### config.mk
export PLATFORM = sky130hd
export DESIGN_NAME = lsrc_top
export DESIGN_NICKNAME = d
export VERILOG_FILES = /design/src/lsrc_pkg.sv /design/src/lsrc_i2c_slave.sv /design/src/lsrc_top.sv
export SDC_FILE = /design/constraint.sdc
export NUM_CORES = 1
export LEC_CHECK = 0
export ABC_AREA = 1
export BUFFER_PORTS_ARGS = -buffer_cell sky130_fd_sc_hd__buf_2
export CAP_MARGIN = 20
export CORE_UTILIZATION = 43
export DETAILED_ROUTE_END_ITERATION = 7
export MAX_ROUTING_LAYER = met4
export PLACE_DENSITY = 0.61
export SETUP_SLACK_MARGIN = 0.3
export SYNTH_ARGS = -nofsm -noshare
export SYNTH_HDL_FRONTEND = slang
export SYNTH_SLANG_ARGS = --single-unit
### constraint.sdc
create_clock -name clock -period 2.3 [get_ports clock]
set_input_delay 0.115 -clock clock [delete_from_list [all_inputs] [get_ports clock]]
set_output_delay 0.115 -clock clock [all_outputs]
set_load 0.01 [all_outputs]
### src/lsrc_pkg.sv
// shared constants for the lane switch route control block
package lsrc_pkg;

    // register offsets
    localparam logic [7:0] REG_SWITCH_CONTROL = 8'h01;
    localparam logic [7:0] REG_CONTROL_MODE = 8'h0f;
    localparam logic [7:0] REG_RX_LANE_OFF [3] = '{8'h40, 8'h80, 8'hc0};
    localparam logic [7:0] REG_EQ_ALL_LANES [3] = '{8'h41, 8'h81, 8'hc1};
    localparam logic [7:0] REG_EQ_PER_LANE [3] = '{8'h42, 8'h82, 8'hc2};
    localparam logic [7:0] REG_PN_SWAP [3] = '{8'h44, 8'h84, 8'hc4};
    localparam logic [7:0] REG_TX_LANE_OFF [3] = '{8'h48, 8'h88, 8'hc8};

    // switch control fields
    localparam int SWC_SEL_LSB = 0;
    localparam int SWC_DUAL_CAST_BIT = 2;
    localparam int SWC_LOOP_LSB = 4;

    // per-lane equalizer fields, lane 0 low nibble, lane 1 high nibble
    localparam int EQ_W = 4;
    localparam logic [3:0] EQ_MAX_CODE = 4'h9;
    localparam logic [3:0] EQ_PIN_HIGH_CODE = 4'h4;
    localparam logic [3:0] EQ_PIN_LOW_CODE = 4'h0;

    // reset values
    localparam logic [7:0] SWITCH_CONTROL_RST = 8'h00;
    localparam logic [1:0] CONTROL_MODE_RST = 2'h0;
    localparam logic [1:0] LANE_OFF_RST = 2'h0;
    localparam logic [3:0] EQ_RST = 4'h0;

    // serial slave address, upper bits fixed, lower bits from pins
    localparam logic [3:0] I2C_ADDR_HIGH = 4'ha;

    typedef enum logic [1:0] {
        LSRC_MODE_PIN = 2'b00,
        LSRC_MODE_RSVD = 2'b01,
        LSRC_MODE_MIXED = 2'b10,
        LSRC_MODE_SERIAL = 2'b11
    } lsrc_mode_t;

    // output lane source code
    typedef enum logic [1:0] {
        LSRC_SRC_IDLE = 2'b00,
        LSRC_SRC_A = 2'b01,
        LSRC_SRC_B = 2'b10,
        LSRC_SRC_C = 2'b11
    } lsrc_src_t;

endpackage

### src/lsrc_i2c_slave.sv
// serial register slave: pointer byte, then data bytes with auto-increment
`timescale 1ns/100ps
module lsrc_i2c_slave
    import lsrc_pkg::*;
(
    // clock and reset
    input wire logic clock,
    input wire logic srst,
    // serial pins
    input wire logic scl,
    input wire logic sda_i,
    output logic sda_oe,
    input wire logic [2:0] addr_pins,
    // register port
    output logic [7:0] reg_addr,
    output logic reg_wr_stb,
    output logic [7:0] reg_wr_data,
    input wire logic [7:0] reg_rd_data
);

    typedef enum {ST_IDLE, ST_ADDR, ST_AACK, ST_WBYTE, ST_WACK, ST_RBYTE, ST_RACK} lsrc_i2c_st_t;

    lsrc_i2c_st_t state_r;
    logic scl_r, sda_r;
    logic [7:0] shift_r;
    logic [2:0] cnt_r;
    logic full_r, first_r, rw_r, acked_r;
    logic start_c, stop_c, rise_c, fall_c;

    assign start_c = scl & scl_r & sda_r & ~sda_i;
    assign stop_c = scl & scl_r & ~sda_r & sda_i;
    assign rise_c = scl & ~scl_r;
    assign fall_c = ~scl & scl_r;

    always_ff @(posedge clock) begin
        if (srst) begin
            scl_r <= 1'b1;
            sda_r <= 1'b1;
        end else begin
            scl_r <= scl;
            sda_r <= sda_i;
        end
    end

    always_ff @(posedge clock) begin
        reg_wr_stb <= 1'b0;
        if (srst) begin
            state_r <= ST_IDLE;
            shift_r <= 8'h00;
            cnt_r <= 3'h0;
            full_r <= 1'b0;
            first_r <= 1'b1;
            rw_r <= 1'b0;
            acked_r <= 1'b0;
            sda_oe <= 1'b0;
            reg_addr <= 8'h00;
            reg_wr_data <= 8'h00;
        end else if (start_c) begin
            state_r <= ST_ADDR;
            cnt_r <= 3'h0;
            full_r <= 1'b0;
            first_r <= 1'b1;
            sda_oe <= 1'b0;
        end else if (stop_c) begin
            state_r <= ST_IDLE;
            sda_oe <= 1'b0;
        end else if (rise_c) begin
            cnt_r <= cnt_r + 3'h1;
            full_r <= (cnt_r == 3'h7);
            if (state_r == ST_ADDR || state_r == ST_WBYTE) begin
                shift_r <= {shift_r[6:0], sda_i};
            end
            if (state_r == ST_RACK) begin
                acked_r <= ~sda_i;
            end
        end else if (fall_c) begin
            unique case (state_r)
                ST_IDLE: begin
                    sda_oe <= 1'b0;
                end
                ST_ADDR: begin
                    if (full_r) begin
                        full_r <= 1'b0;
                        if (shift_r[7:1] == {I2C_ADDR_HIGH, addr_pins}) begin
                            state_r <= ST_AACK;
                            rw_r <= shift_r[0];
                            sda_oe <= 1'b1;
                        end else begin
                            state_r <= ST_IDLE;
                        end
                    end
                end
                ST_AACK, ST_RACK: begin
                    cnt_r <= 3'h0;
                    if (rw_r && (state_r == ST_AACK || acked_r)) begin
                        // msb out now, the rest on later falls
                        state_r <= ST_RBYTE;
                        sda_oe <= ~reg_rd_data[7];
                        shift_r <= {reg_rd_data[6:0], 1'b0};
                        reg_addr <= reg_addr + 8'h01;
                    end else if (!rw_r) begin
                        state_r <= ST_WBYTE;
                        sda_oe <= 1'b0;
                    end else begin
                        state_r <= ST_IDLE;
                        sda_oe <= 1'b0;
                    end
                end
                ST_WBYTE: begin
                    if (full_r) begin
                        full_r <= 1'b0;
                        state_r <= ST_WACK;
                        sda_oe <= 1'b1;
                        if (first_r) begin
                            reg_addr <= shift_r;
                        end else begin
                            reg_wr_stb <= 1'b1;
                            reg_wr_data <= shift_r;
                        end
                    end
                end
                ST_WACK: begin
                    state_r <= ST_WBYTE;
                    sda_oe <= 1'b0;
                    cnt_r <= 3'h0;
                    reg_addr <= first_r ? reg_addr : reg_addr + 8'h01;
                    first_r <= 1'b0;
                end
                ST_RBYTE: begin
                    if (full_r) begin
                        full_r <= 1'b0;
                        state_r <= ST_RACK;
                        sda_oe <= 1'b0;
                    end else begin
                        sda_oe <= ~shift_r[7];
                        shift_r <= {shift_r[6:0], 1'b0};
                    end
                end
            endcase
        end
    end

endmodule // lsrc_i2c_slave

### src/lsrc_top.sv
// lane switch route control: register map, control source selection, routing and lane enables
// Operation
// - routing comes from control pins or register writes, per control mode
// - without loopback, output C lane takes input A when select 0, B when 1
// - unicast: input C goes to output A on select 0, output B on 1
// - dual-cast drives both outputs A and B from input C, loopback excepted
// - idle lane: transmitter current off, terminations pull both sides up
// - receivers whose data no output uses are switched off
// - per-port loopback overrides lane select and dual-cast for that port
// - in serial mode switch control bits 6:4 act as the loopback pins
// - looped port outputs its own input on both lanes, others keep routing
// - register equalizer codes 0 to 9 give 0 to 18 dB in 2 dB steps
// - equalizer pin low gives code 0, high gives code 4 (8 dB)
// - port-level equalizer write sets all lanes of that port, replacing per-lane values
// - one per-lane equalizer register per port sets each lane individually
// - receivers and transmitters turn on only when routing state needs them
// - receiver disable register bit per lane forces that receiver off
// - transmitter disable register bit per lane forces that transmitter off
// - loss of signal on a receiver squelches the transmitter carrying its data
// - per-receiver option inverts incoming differential polarity
// - mode field 00 pin, 10 mixed, 11 serial control
// - serial mode ignores every control pin except reset
// - disable registers: bit 1 lane 1, bit 0 lane 0, one means off
`timescale 1ns/100ps
module lsrc_top
    import lsrc_pkg::*;
(
    // clock and reset
    input wire logic clock,
    input wire logic srst,
    // serial register access pins
    input wire logic scl,
    input wire logic sda_i,
    output logic sda_o,
    output logic sda_oe,
    input wire logic [2:0] i2c_addr_pins,
    // switch control pins
    input wire logic [1:0] lane_sel,
    input wire logic dual_cast,
    input wire logic loop_port_a,
    input wire logic loop_port_b,
    input wire logic loop_port_c,
    // equalizer pins, one per port
    input wire logic eq_pin_a,
    input wire logic eq_pin_b,
    input wire logic eq_pin_c,
    // loss-of-signal detector flags, one per lane
    input wire logic [1:0] los_a,
    input wire logic [1:0] los_b,
    input wire logic [1:0] los_c,
    // output lane source, two bits per lane, lane 1 high
    output logic [3:0] out_a_src,
    output logic [3:0] out_b_src,
    output logic [3:0] out_c_src,
    // transmitter current enables
    output logic [1:0] tx_on_a,
    output logic [1:0] tx_on_b,
    output logic [1:0] tx_on_c,
    // receiver enables
    output logic [1:0] rx_on_a,
    output logic [1:0] rx_on_b,
    output logic [1:0] rx_on_c,
    // equalizer codes, lane 1 in the high nibble
    output logic [7:0] eq_a,
    output logic [7:0] eq_b,
    output logic [7:0] eq_c,
    // receiver polarity inversion
    output logic [1:0] pn_swap_a,
    output logic [1:0] pn_swap_b,
    output logic [1:0] pn_swap_c
);

    ////////////////////////////////////////////////////////////////////////////
    // declarations

    logic [7:0] reg_addr;
    logic reg_wr_stb;
    logic [7:0] reg_wr_data;
    logic [7:0] reg_rd_data;

    logic [7:0] switch_control_r;
    lsrc_mode_t mode_r;
    logic [1:0] rx_lane_off_r [3];
    logic [1:0] tx_lane_off_r [3];
    logic [3:0] eq_all_lanes_r [3];
    logic [7:0] eq_per_lane_r [3];
    logic [1:0] pn_swap_r [3];

    logic pins_route;
    logic pins_eq;
    logic [1:0] sel_eff;
    logic dual_eff;
    logic [2:0] loop_eff;
    logic [1:0] los_in [3];
    logic [1:0] eq_pin_lane [3];
    logic [2:0] eq_pin_in;

    lsrc_src_t src_nxt [3][2];
    logic [1:0] tx_on_nxt [3];
    logic [1:0] rx_on_nxt [3];
    logic [7:0] eq_nxt [3];
    logic [1:0] pn_nxt [3];

    lsrc_src_t src_r [3][2];
    logic [1:0] tx_on_r [3];
    logic [1:0] rx_on_r [3];
    logic [7:0] eq_r [3];
    logic [1:0] pn_r [3];

    // writes above code 9 saturate rather than wrap to a weaker boost
    function automatic logic [3:0] eq_clamp(input logic [3:0] v);
        return (v > EQ_MAX_CODE) ? EQ_MAX_CODE : v;
    endfunction

    ////////////////////////////////////////////////////////////////////////////
    // serial register access

    lsrc_i2c_slave u_i2c (
        .clock(clock),
        .srst(srst),
        .scl(scl),
        .sda_i(sda_i),
        .sda_oe(sda_oe),
        .addr_pins(i2c_addr_pins),
        .reg_addr(reg_addr),
        .reg_wr_stb(reg_wr_stb),
        .reg_wr_data(reg_wr_data),
        .reg_rd_data(reg_rd_data)
    );

    // open drain: only ever pulls low
    assign sda_o = 1'b0;

    ////////////////////////////////////////////////////////////////////////////
    // global registers

    always_ff @(posedge clock) begin
        if (srst) begin
            mode_r <= lsrc_mode_t'(CONTROL_MODE_RST);
        end else if (reg_wr_stb && reg_addr == REG_CONTROL_MODE) begin
            mode_r <= lsrc_mode_t'(reg_wr_data[1:0]);
        end
    end

    always_ff @(posedge clock) begin
        if (srst) begin
            switch_control_r <= SWITCH_CONTROL_RST;
        end else if (reg_wr_stb && reg_addr == REG_SWITCH_CONTROL) begin
            // bits 3 and 7 read zero
            switch_control_r <= {1'b0, reg_wr_data[6:4], 1'b0, reg_wr_data[2:0]};
        end
    end

    ////////////////////////////////////////////////////////////////////////////
    // per-port registers

    assign los_in[0] = los_a;
    assign los_in[1] = los_b;
    assign los_in[2] = los_c;
    assign eq_pin_in = {eq_pin_c, eq_pin_b, eq_pin_a};

    generate
        for (genvar p = 0; p < 3; p++) begin : g_port_regs
            always_ff @(posedge clock) begin
                if (srst) begin
                    rx_lane_off_r[p] <= LANE_OFF_RST;
                end else if (reg_wr_stb && reg_addr == REG_RX_LANE_OFF[p]) begin
                    rx_lane_off_r[p] <= reg_wr_data[1:0];
                end
            end

            always_ff @(posedge clock) begin
                if (srst) begin
                    tx_lane_off_r[p] <= LANE_OFF_RST;
                end else if (reg_wr_stb && reg_addr == REG_TX_LANE_OFF[p]) begin
                    tx_lane_off_r[p] <= reg_wr_data[1:0];
                end
            end

            always_ff @(posedge clock) begin
                if (srst) begin
                    pn_swap_r[p] <= LANE_OFF_RST;
                end else if (reg_wr_stb && reg_addr == REG_PN_SWAP[p]) begin
                    pn_swap_r[p] <= reg_wr_data[1:0];
                end
            end

            // a port-level write also lands in both lane fields
            always_ff @(posedge clock) begin
                if (srst) begin
                    eq_all_lanes_r[p] <= EQ_RST;
                    eq_per_lane_r[p] <= {EQ_RST, EQ_RST};
                end else if (reg_wr_stb && reg_addr == REG_EQ_ALL_LANES[p]) begin
                    eq_all_lanes_r[p] <= eq_clamp(reg_wr_data[3:0]);
                    eq_per_lane_r[p] <= {eq_clamp(reg_wr_data[3:0]), eq_clamp(reg_wr_data[3:0])};
                end else if (reg_wr_stb && reg_addr == REG_EQ_PER_LANE[p]) begin
                    eq_per_lane_r[p] <= {eq_clamp(reg_wr_data[7:4]), eq_clamp(reg_wr_data[3:0])};
                end
            end
        end
    endgenerate

    // read back; unmapped offsets read zero
    always_comb begin
        reg_rd_data = 8'h00;
        if (reg_addr == REG_CONTROL_MODE) begin
            reg_rd_data = {6'h00, mode_r};
        end
        if (reg_addr == REG_SWITCH_CONTROL) begin
            reg_rd_data = switch_control_r;
        end
        for (int p = 0; p < 3; p++) begin
            if (reg_addr == REG_RX_LANE_OFF[p]) begin
                reg_rd_data = {6'h00, rx_lane_off_r[p]};
            end
            if (reg_addr == REG_TX_LANE_OFF[p]) begin
                reg_rd_data = {6'h00, tx_lane_off_r[p]};
            end
            if (reg_addr == REG_PN_SWAP[p]) begin
                reg_rd_data = {6'h00, pn_swap_r[p]};
            end
            if (reg_addr == REG_EQ_ALL_LANES[p]) begin
                reg_rd_data = {4'h0, eq_all_lanes_r[p]};
            end
            if (reg_addr == REG_EQ_PER_LANE[p]) begin
                reg_rd_data = eq_per_lane_r[p];
            end
        end
    end

    ////////////////////////////////////////////////////////////////////////////
    // control source selection

    // reserved mode code behaves as pin control
    assign pins_route = (mode_r != LSRC_MODE_SERIAL);
    assign pins_eq = (mode_r == LSRC_MODE_PIN) || (mode_r == LSRC_MODE_RSVD);

    always_comb begin
        if (pins_route) begin
            sel_eff = lane_sel;
            dual_eff = dual_cast;
            loop_eff = {loop_port_c, loop_port_b, loop_port_a};
        end else begin
            sel_eff = switch_control_r[SWC_SEL_LSB +: 2];
            dual_eff = switch_control_r[SWC_DUAL_CAST_BIT];
            loop_eff = switch_control_r[SWC_LOOP_LSB +: 3];
        end
    end

    ////////////////////////////////////////////////////////////////////////////
    // routing decode per lane

    generate
        for (genvar l = 0; l < 2; l++) begin : g_lane
            always_comb begin
                // port A output: loopback first, then dual-cast or select 0 demux
                if (loop_eff[0]) begin
                    src_nxt[0][l] = LSRC_SRC_A;
                end else if (dual_eff || !sel_eff[l]) begin
                    src_nxt[0][l] = LSRC_SRC_C;
                end else begin
                    src_nxt[0][l] = LSRC_SRC_IDLE;
                end
                // port B output
                if (loop_eff[1]) begin
                    src_nxt[1][l] = LSRC_SRC_B;
                end else if (dual_eff || sel_eff[l]) begin
                    src_nxt[1][l] = LSRC_SRC_C;
                end else begin
                    src_nxt[1][l] = LSRC_SRC_IDLE;
                end
                // port C output: loopback first, else mux of A and B
                if (loop_eff[2]) begin
                    src_nxt[2][l] = LSRC_SRC_C;
                end else begin
                    src_nxt[2][l] = sel_eff[l] ? LSRC_SRC_B : LSRC_SRC_A;
                end
            end

            for (genvar p = 0; p < 3; p++) begin : g_port
                always_comb begin
                    // transmitter off when idle, disabled, or its source receiver lost signal
                    tx_on_nxt[p][l] = 1'b0;
                    unique case (src_nxt[p][l])
                        LSRC_SRC_IDLE: tx_on_nxt[p][l] = 1'b0;
                        LSRC_SRC_A: tx_on_nxt[p][l] = !los_in[0][l];
                        LSRC_SRC_B: tx_on_nxt[p][l] = !los_in[1][l];
                        LSRC_SRC_C: tx_on_nxt[p][l] = !los_in[2][l];
                    endcase
                    if (tx_lane_off_r[p][l]) begin
                        tx_on_nxt[p][l] = 1'b0;
                    end
                end

                // a receiver runs only while some output lane uses it
                assign rx_on_nxt[p][l] = !rx_lane_off_r[p][l] &&
                    (src_nxt[0][l] == lsrc_src_t'(p + 1) ||
                     src_nxt[1][l] == lsrc_src_t'(p + 1) ||
                     src_nxt[2][l] == lsrc_src_t'(p + 1));

                assign eq_pin_lane[p][l] = eq_pin_in[p];
            end
        end
    endgenerate

    generate
        for (genvar p = 0; p < 3; p++) begin : g_port_eq
            always_comb begin
                if (pins_eq) begin
                    eq_nxt[p][3:0] = eq_pin_lane[p][0] ? EQ_PIN_HIGH_CODE : EQ_PIN_LOW_CODE;
                    eq_nxt[p][7:4] = eq_pin_lane[p][1] ? EQ_PIN_HIGH_CODE : EQ_PIN_LOW_CODE;
                    pn_nxt[p] = 2'h0;
                end else begin
                    eq_nxt[p] = eq_per_lane_r[p];
                    pn_nxt[p] = pn_swap_r[p];
                end
            end
        end
    endgenerate

    ////////////////////////////////////////////////////////////////////////////
    // output stage: one flop between decode and pins

    always_ff @(posedge clock) begin
        for (int p = 0; p < 3; p++) begin
            if (srst) begin
                src_r[p][0] <= LSRC_SRC_IDLE;
                src_r[p][1] <= LSRC_SRC_IDLE;
                tx_on_r[p] <= 2'h0;
                rx_on_r[p] <= 2'h0;
                eq_r[p] <= {EQ_RST, EQ_RST};
                pn_r[p] <= 2'h0;
            end else begin
                src_r[p][0] <= src_nxt[p][0];
                src_r[p][1] <= src_nxt[p][1];
                tx_on_r[p] <= tx_on_nxt[p];
                rx_on_r[p] <= rx_on_nxt[p];
                eq_r[p] <= eq_nxt[p];
                pn_r[p] <= pn_nxt[p];
            end
        end
    end

    assign out_a_src = {src_r[0][1], src_r[0][0]};
    assign out_b_src = {src_r[1][1], src_r[1][0]};
    assign out_c_src = {src_r[2][1], src_r[2][0]};
    assign tx_on_a = tx_on_r[0];
    assign tx_on_b = tx_on_r[1];
    assign tx_on_c = tx_on_r[2];
    assign rx_on_a = rx_on_r[0];
    assign rx_on_b = rx_on_r[1];
    assign rx_on_c = rx_on_r[2];
    assign eq_a = eq_r[0];
    assign eq_b = eq_r[1];
    assign eq_c = eq_r[2];
    assign pn_swap_a = pn_r[0];
    assign pn_swap_b = pn_r[1];
    assign pn_swap_c = pn_r[2];

endmodule // lsrc_top

==> results_dict.tcl <==
set metrics [dict create \
    antenna_found_initial 0 \
    viasPerCell 5.04 \
    rows 46 \
    setup_ws_ps 314 \
    synth_cells 851 \
    critPathRequiredTime_ps 2620 \
    synth-xor-area-share_pct 0.503 \
    yosys.area_share.simple_pct 21.8 \
    antenna_left 0 \
    timing.fmax_mhz 503 \
    yosys.area.top_type "dfxtp_1" \
    grt_first_pass_wirelength_um 29000 \
    totalPowerFinal_mw 6.04 \
    syn_avg_cell_area_um2 8.18 \
    path_class "register to register" \
    wire_per_inst_um 15.7 \
    fp.dieW_um 129 \
    dieArea_mm2 0.0167 \
    grt_max_degree 55 \
    gr-total-overflow 0 \
    core_area_mm2 0.0158 \
    holdPathStages 4 \
    vdd_drop_max_v 0.000494 \
    gp_congestion 0.934 \
    antennaDiodeCount 0 \
    dp_slack_ps 166 \
    syn_nets 882 \
    synth_compound_area_share_pct 14.4 \
    yosys-top-cells-area "dfxtp_1 29%, edfxtp_1 23%, nand2_1 7.1%, nor2_1 7.1%, inv_1 6.5%" \
    worst_pin_slew_ps 635 \
    maxSlewViolCount 0 \
    yosys_warnings 0 \
    cts_buffers 17 \
    drtIter0Drc 385 \
    placed_area_mm2 0.00768 \
    drtPass1Iterations 7 \
    cts_max_path_buffers 2 \
    max-cap-violations 0 \
    fin_crit_ps 1990 \
    clk_latency_ps 430 \
    arrival_ps 2310 \
    fin_crit_sh_pct 86.4 \
    rsz0062_at_grt "true" \
    relSlewSlack_pct 57.2 \
    cp_max_fo 4 \
    synth_ff_type "dfxtp_1" \
    nets 997 \
    p_per_area_mw_per_mm2 701 \
    wirelength_um 18800 \
    start_util_pct 44.0 \
    synth_top_family_by_area "simple AND/OR/NAND/NOR gates" \
    cp-start-kind "register" \
    syn_area_mm2 0.00696 \
    ff2ff_path_depth 15 \
    clkSlewWorstSetupHoldPaths_ps 60 \
    ys_async_sr_fraction_pct 0 \
    cts_tree "built" \
    hold_slack_ps -0.895 \
    total_leakage_power_nw 3.75 \
    cts_max_level 4 \
    hold_viol 1 \
    clock-sinks 154 \
    synth_top_area_share_pct 28.8 \
    cts_root_buf "clkbuf_16" \
    mostFrequentLayoutCells "127 x nand2_1, 121 x nor2_1, 115 x inv_1" \
    finalSetupViolCount 0 \
    synthAdderAreaFrac_pct 1.62 \
    tns_ps 0 \
    chipHeight_um 129 \
    port_buffers 76 \
    num_io_pins 78 \
    skew_ps 9.80 \
    area_delta_synth_final_pct 23.7 \
    ys_ff_latch 154 \
    yosysUniqueCellTypes 51 \
    status "complete, but fails checks" \
    worstSetupEndpointType "register" \
    failed_checks "negative hold slack" \
    grt_pass1_vias 5517 \
    mostFrequentLayoutCell "nand2_1" \
    synthMuxAreaShare_pct 0.144 \
    hp-class "primary input to register" \
    track_usage_pct 24.0 \
    yosysSeqAreaShare_pct 52.1 \
    drive_gt1_share_pct 24.0 \
    hpwl_um 13600 \
    fillers 1472 \
    vias 6024 \
    stdcell_area_mm2 0.00861 \
    synth_edf_count 54 \
    drc 0 \
]
## final cells by class
cell class	instances	area (um2)	area share, %
tap	216	270	3.14
sequential	154	3640	42.2
timing repair buffer	121	762	8.85
clock buffer	21	470	5.46
clock inverter	11	92.6	1.07
inverter	140	536	6.22
multi-input combinational	532	2850	33.0
## per-layer routing
metal / part of all wire, % / vias up / track usage (%)
met5: 0 / - / -
met4: 2.7 / 0 / 9.69
met3: 5.9 / 41 / 4.34
met2: 47 / 216 / 37.7
met1: 45 / 2745 / 30.7
li1: - / 3022 / -
## synth_stat cells, types with 2 or more instances
master / instances
clkinv_1: 3
nor2_4: 4
o31ai_1: 2
o21ai_1: 8
a22oi_1: 2
o21ai_2: 4
a31oi_1: 3
o21ai_0: 52
xor2_1: 2
nand2_2: 6
buf_2: 5
a31oi_2: 2
xnor2_1: 2
inv_1: 120
nand4_1: 5
o22ai_1: 18
nor2_2: 9
a221oi_1: 3
nor4_1: 2
buf_4: 2
clkbuf_1: 14
o211ai_1: 4
nand3_1: 40
nor3_2: 2
a211oi_1: 5
buf_1: 2
nand2_1: 132
o2111ai_1: 3
nor2_1: 132
dfxtp_1: 100
edfxtp_1: 54
a221oi_2: 3
inv_2: 17
ha_1: 9
a21oi_1: 52
nor3_1: 12
a311o_1: 2
## state kept, by name, summed over array words and instances, names as in the netlist, 6 cells and up
name / count
u_i2c.shift_r: 8
u_i2c.reg_addr: 8
u_i2c.reg_wr_data: 8
eq_per_lane_r: 24
pn_r: 6
pn_swap_r: 6
eq_all_lanes_r: 12
rx_on_r: 6
rx_lane_off_r: 6
tx_on_r: 6
eq_r: 24
tx_lane_off_r: 6
src_r: 12
switch_control_r: 6
## worst max-delay path, cell delays in order (launching register included)
cell and delay (ps):
dfxtp_4 400, inv_4 60, ha_1 200, inv_1 90
nor2_4 50, inv_2 110, nor2_4 60, buf_4 140
a221oi_1 280, nand2_1 90, nand2_1 80, nand4_1 80
nand2_1 70, nand2_1 50, nand2_1 60, a21oi_1 50
## power breakdown
part	switching [mW]	total, mW	internal [mW]
clock	1.12	2.69	1.57
combinational	0.257	0.401	0.144
sequential	0.0529	2.95	2.90
## path summary, 6_finish.rpt
path,startpoint,end,slack [ps]
max,u_i2c.reg_addr[0],u_i2c.shift_r[1],310
min,los_b[1],tx_on_r[1][1],-0.9
max reg2reg,u_i2c.reg_addr[0],u_i2c.shift_r[1],310
min reg2reg,tx_lane_off_r[0][1],tx_on_r[0][1],450
## logic make-up after synthesis
kind of cell | count (synthesis)
and+or+nand+nor | 350
AOI/OAI and AO/OA | 167
buffers and inverters | 165
DFF | 154
adders and majority gates | 9
xor gates and xnor gates | 4
other | 1
muxes | 1
## metrics by stage
stage,utilization (%),instances
CTS,52.7,1181
detailed placement,48.5,1143
finish,54.4,1195
floorplan,-,851
global route,54.4,1195
global placement,48.5,1143
## repair_timing
action | 4_1_cts | 5_1_grt
setup endpoints to repair | 27 | 71
gates cloned | 0 | 0
pin swaps | 0 | 18
hold buffers | 6 | 0
gates resized for setup | 11 | 48
buffers inserted | 0 | 14
hold endpoints to repair | 10 | 0
Power figures use the tool's default switching activity.
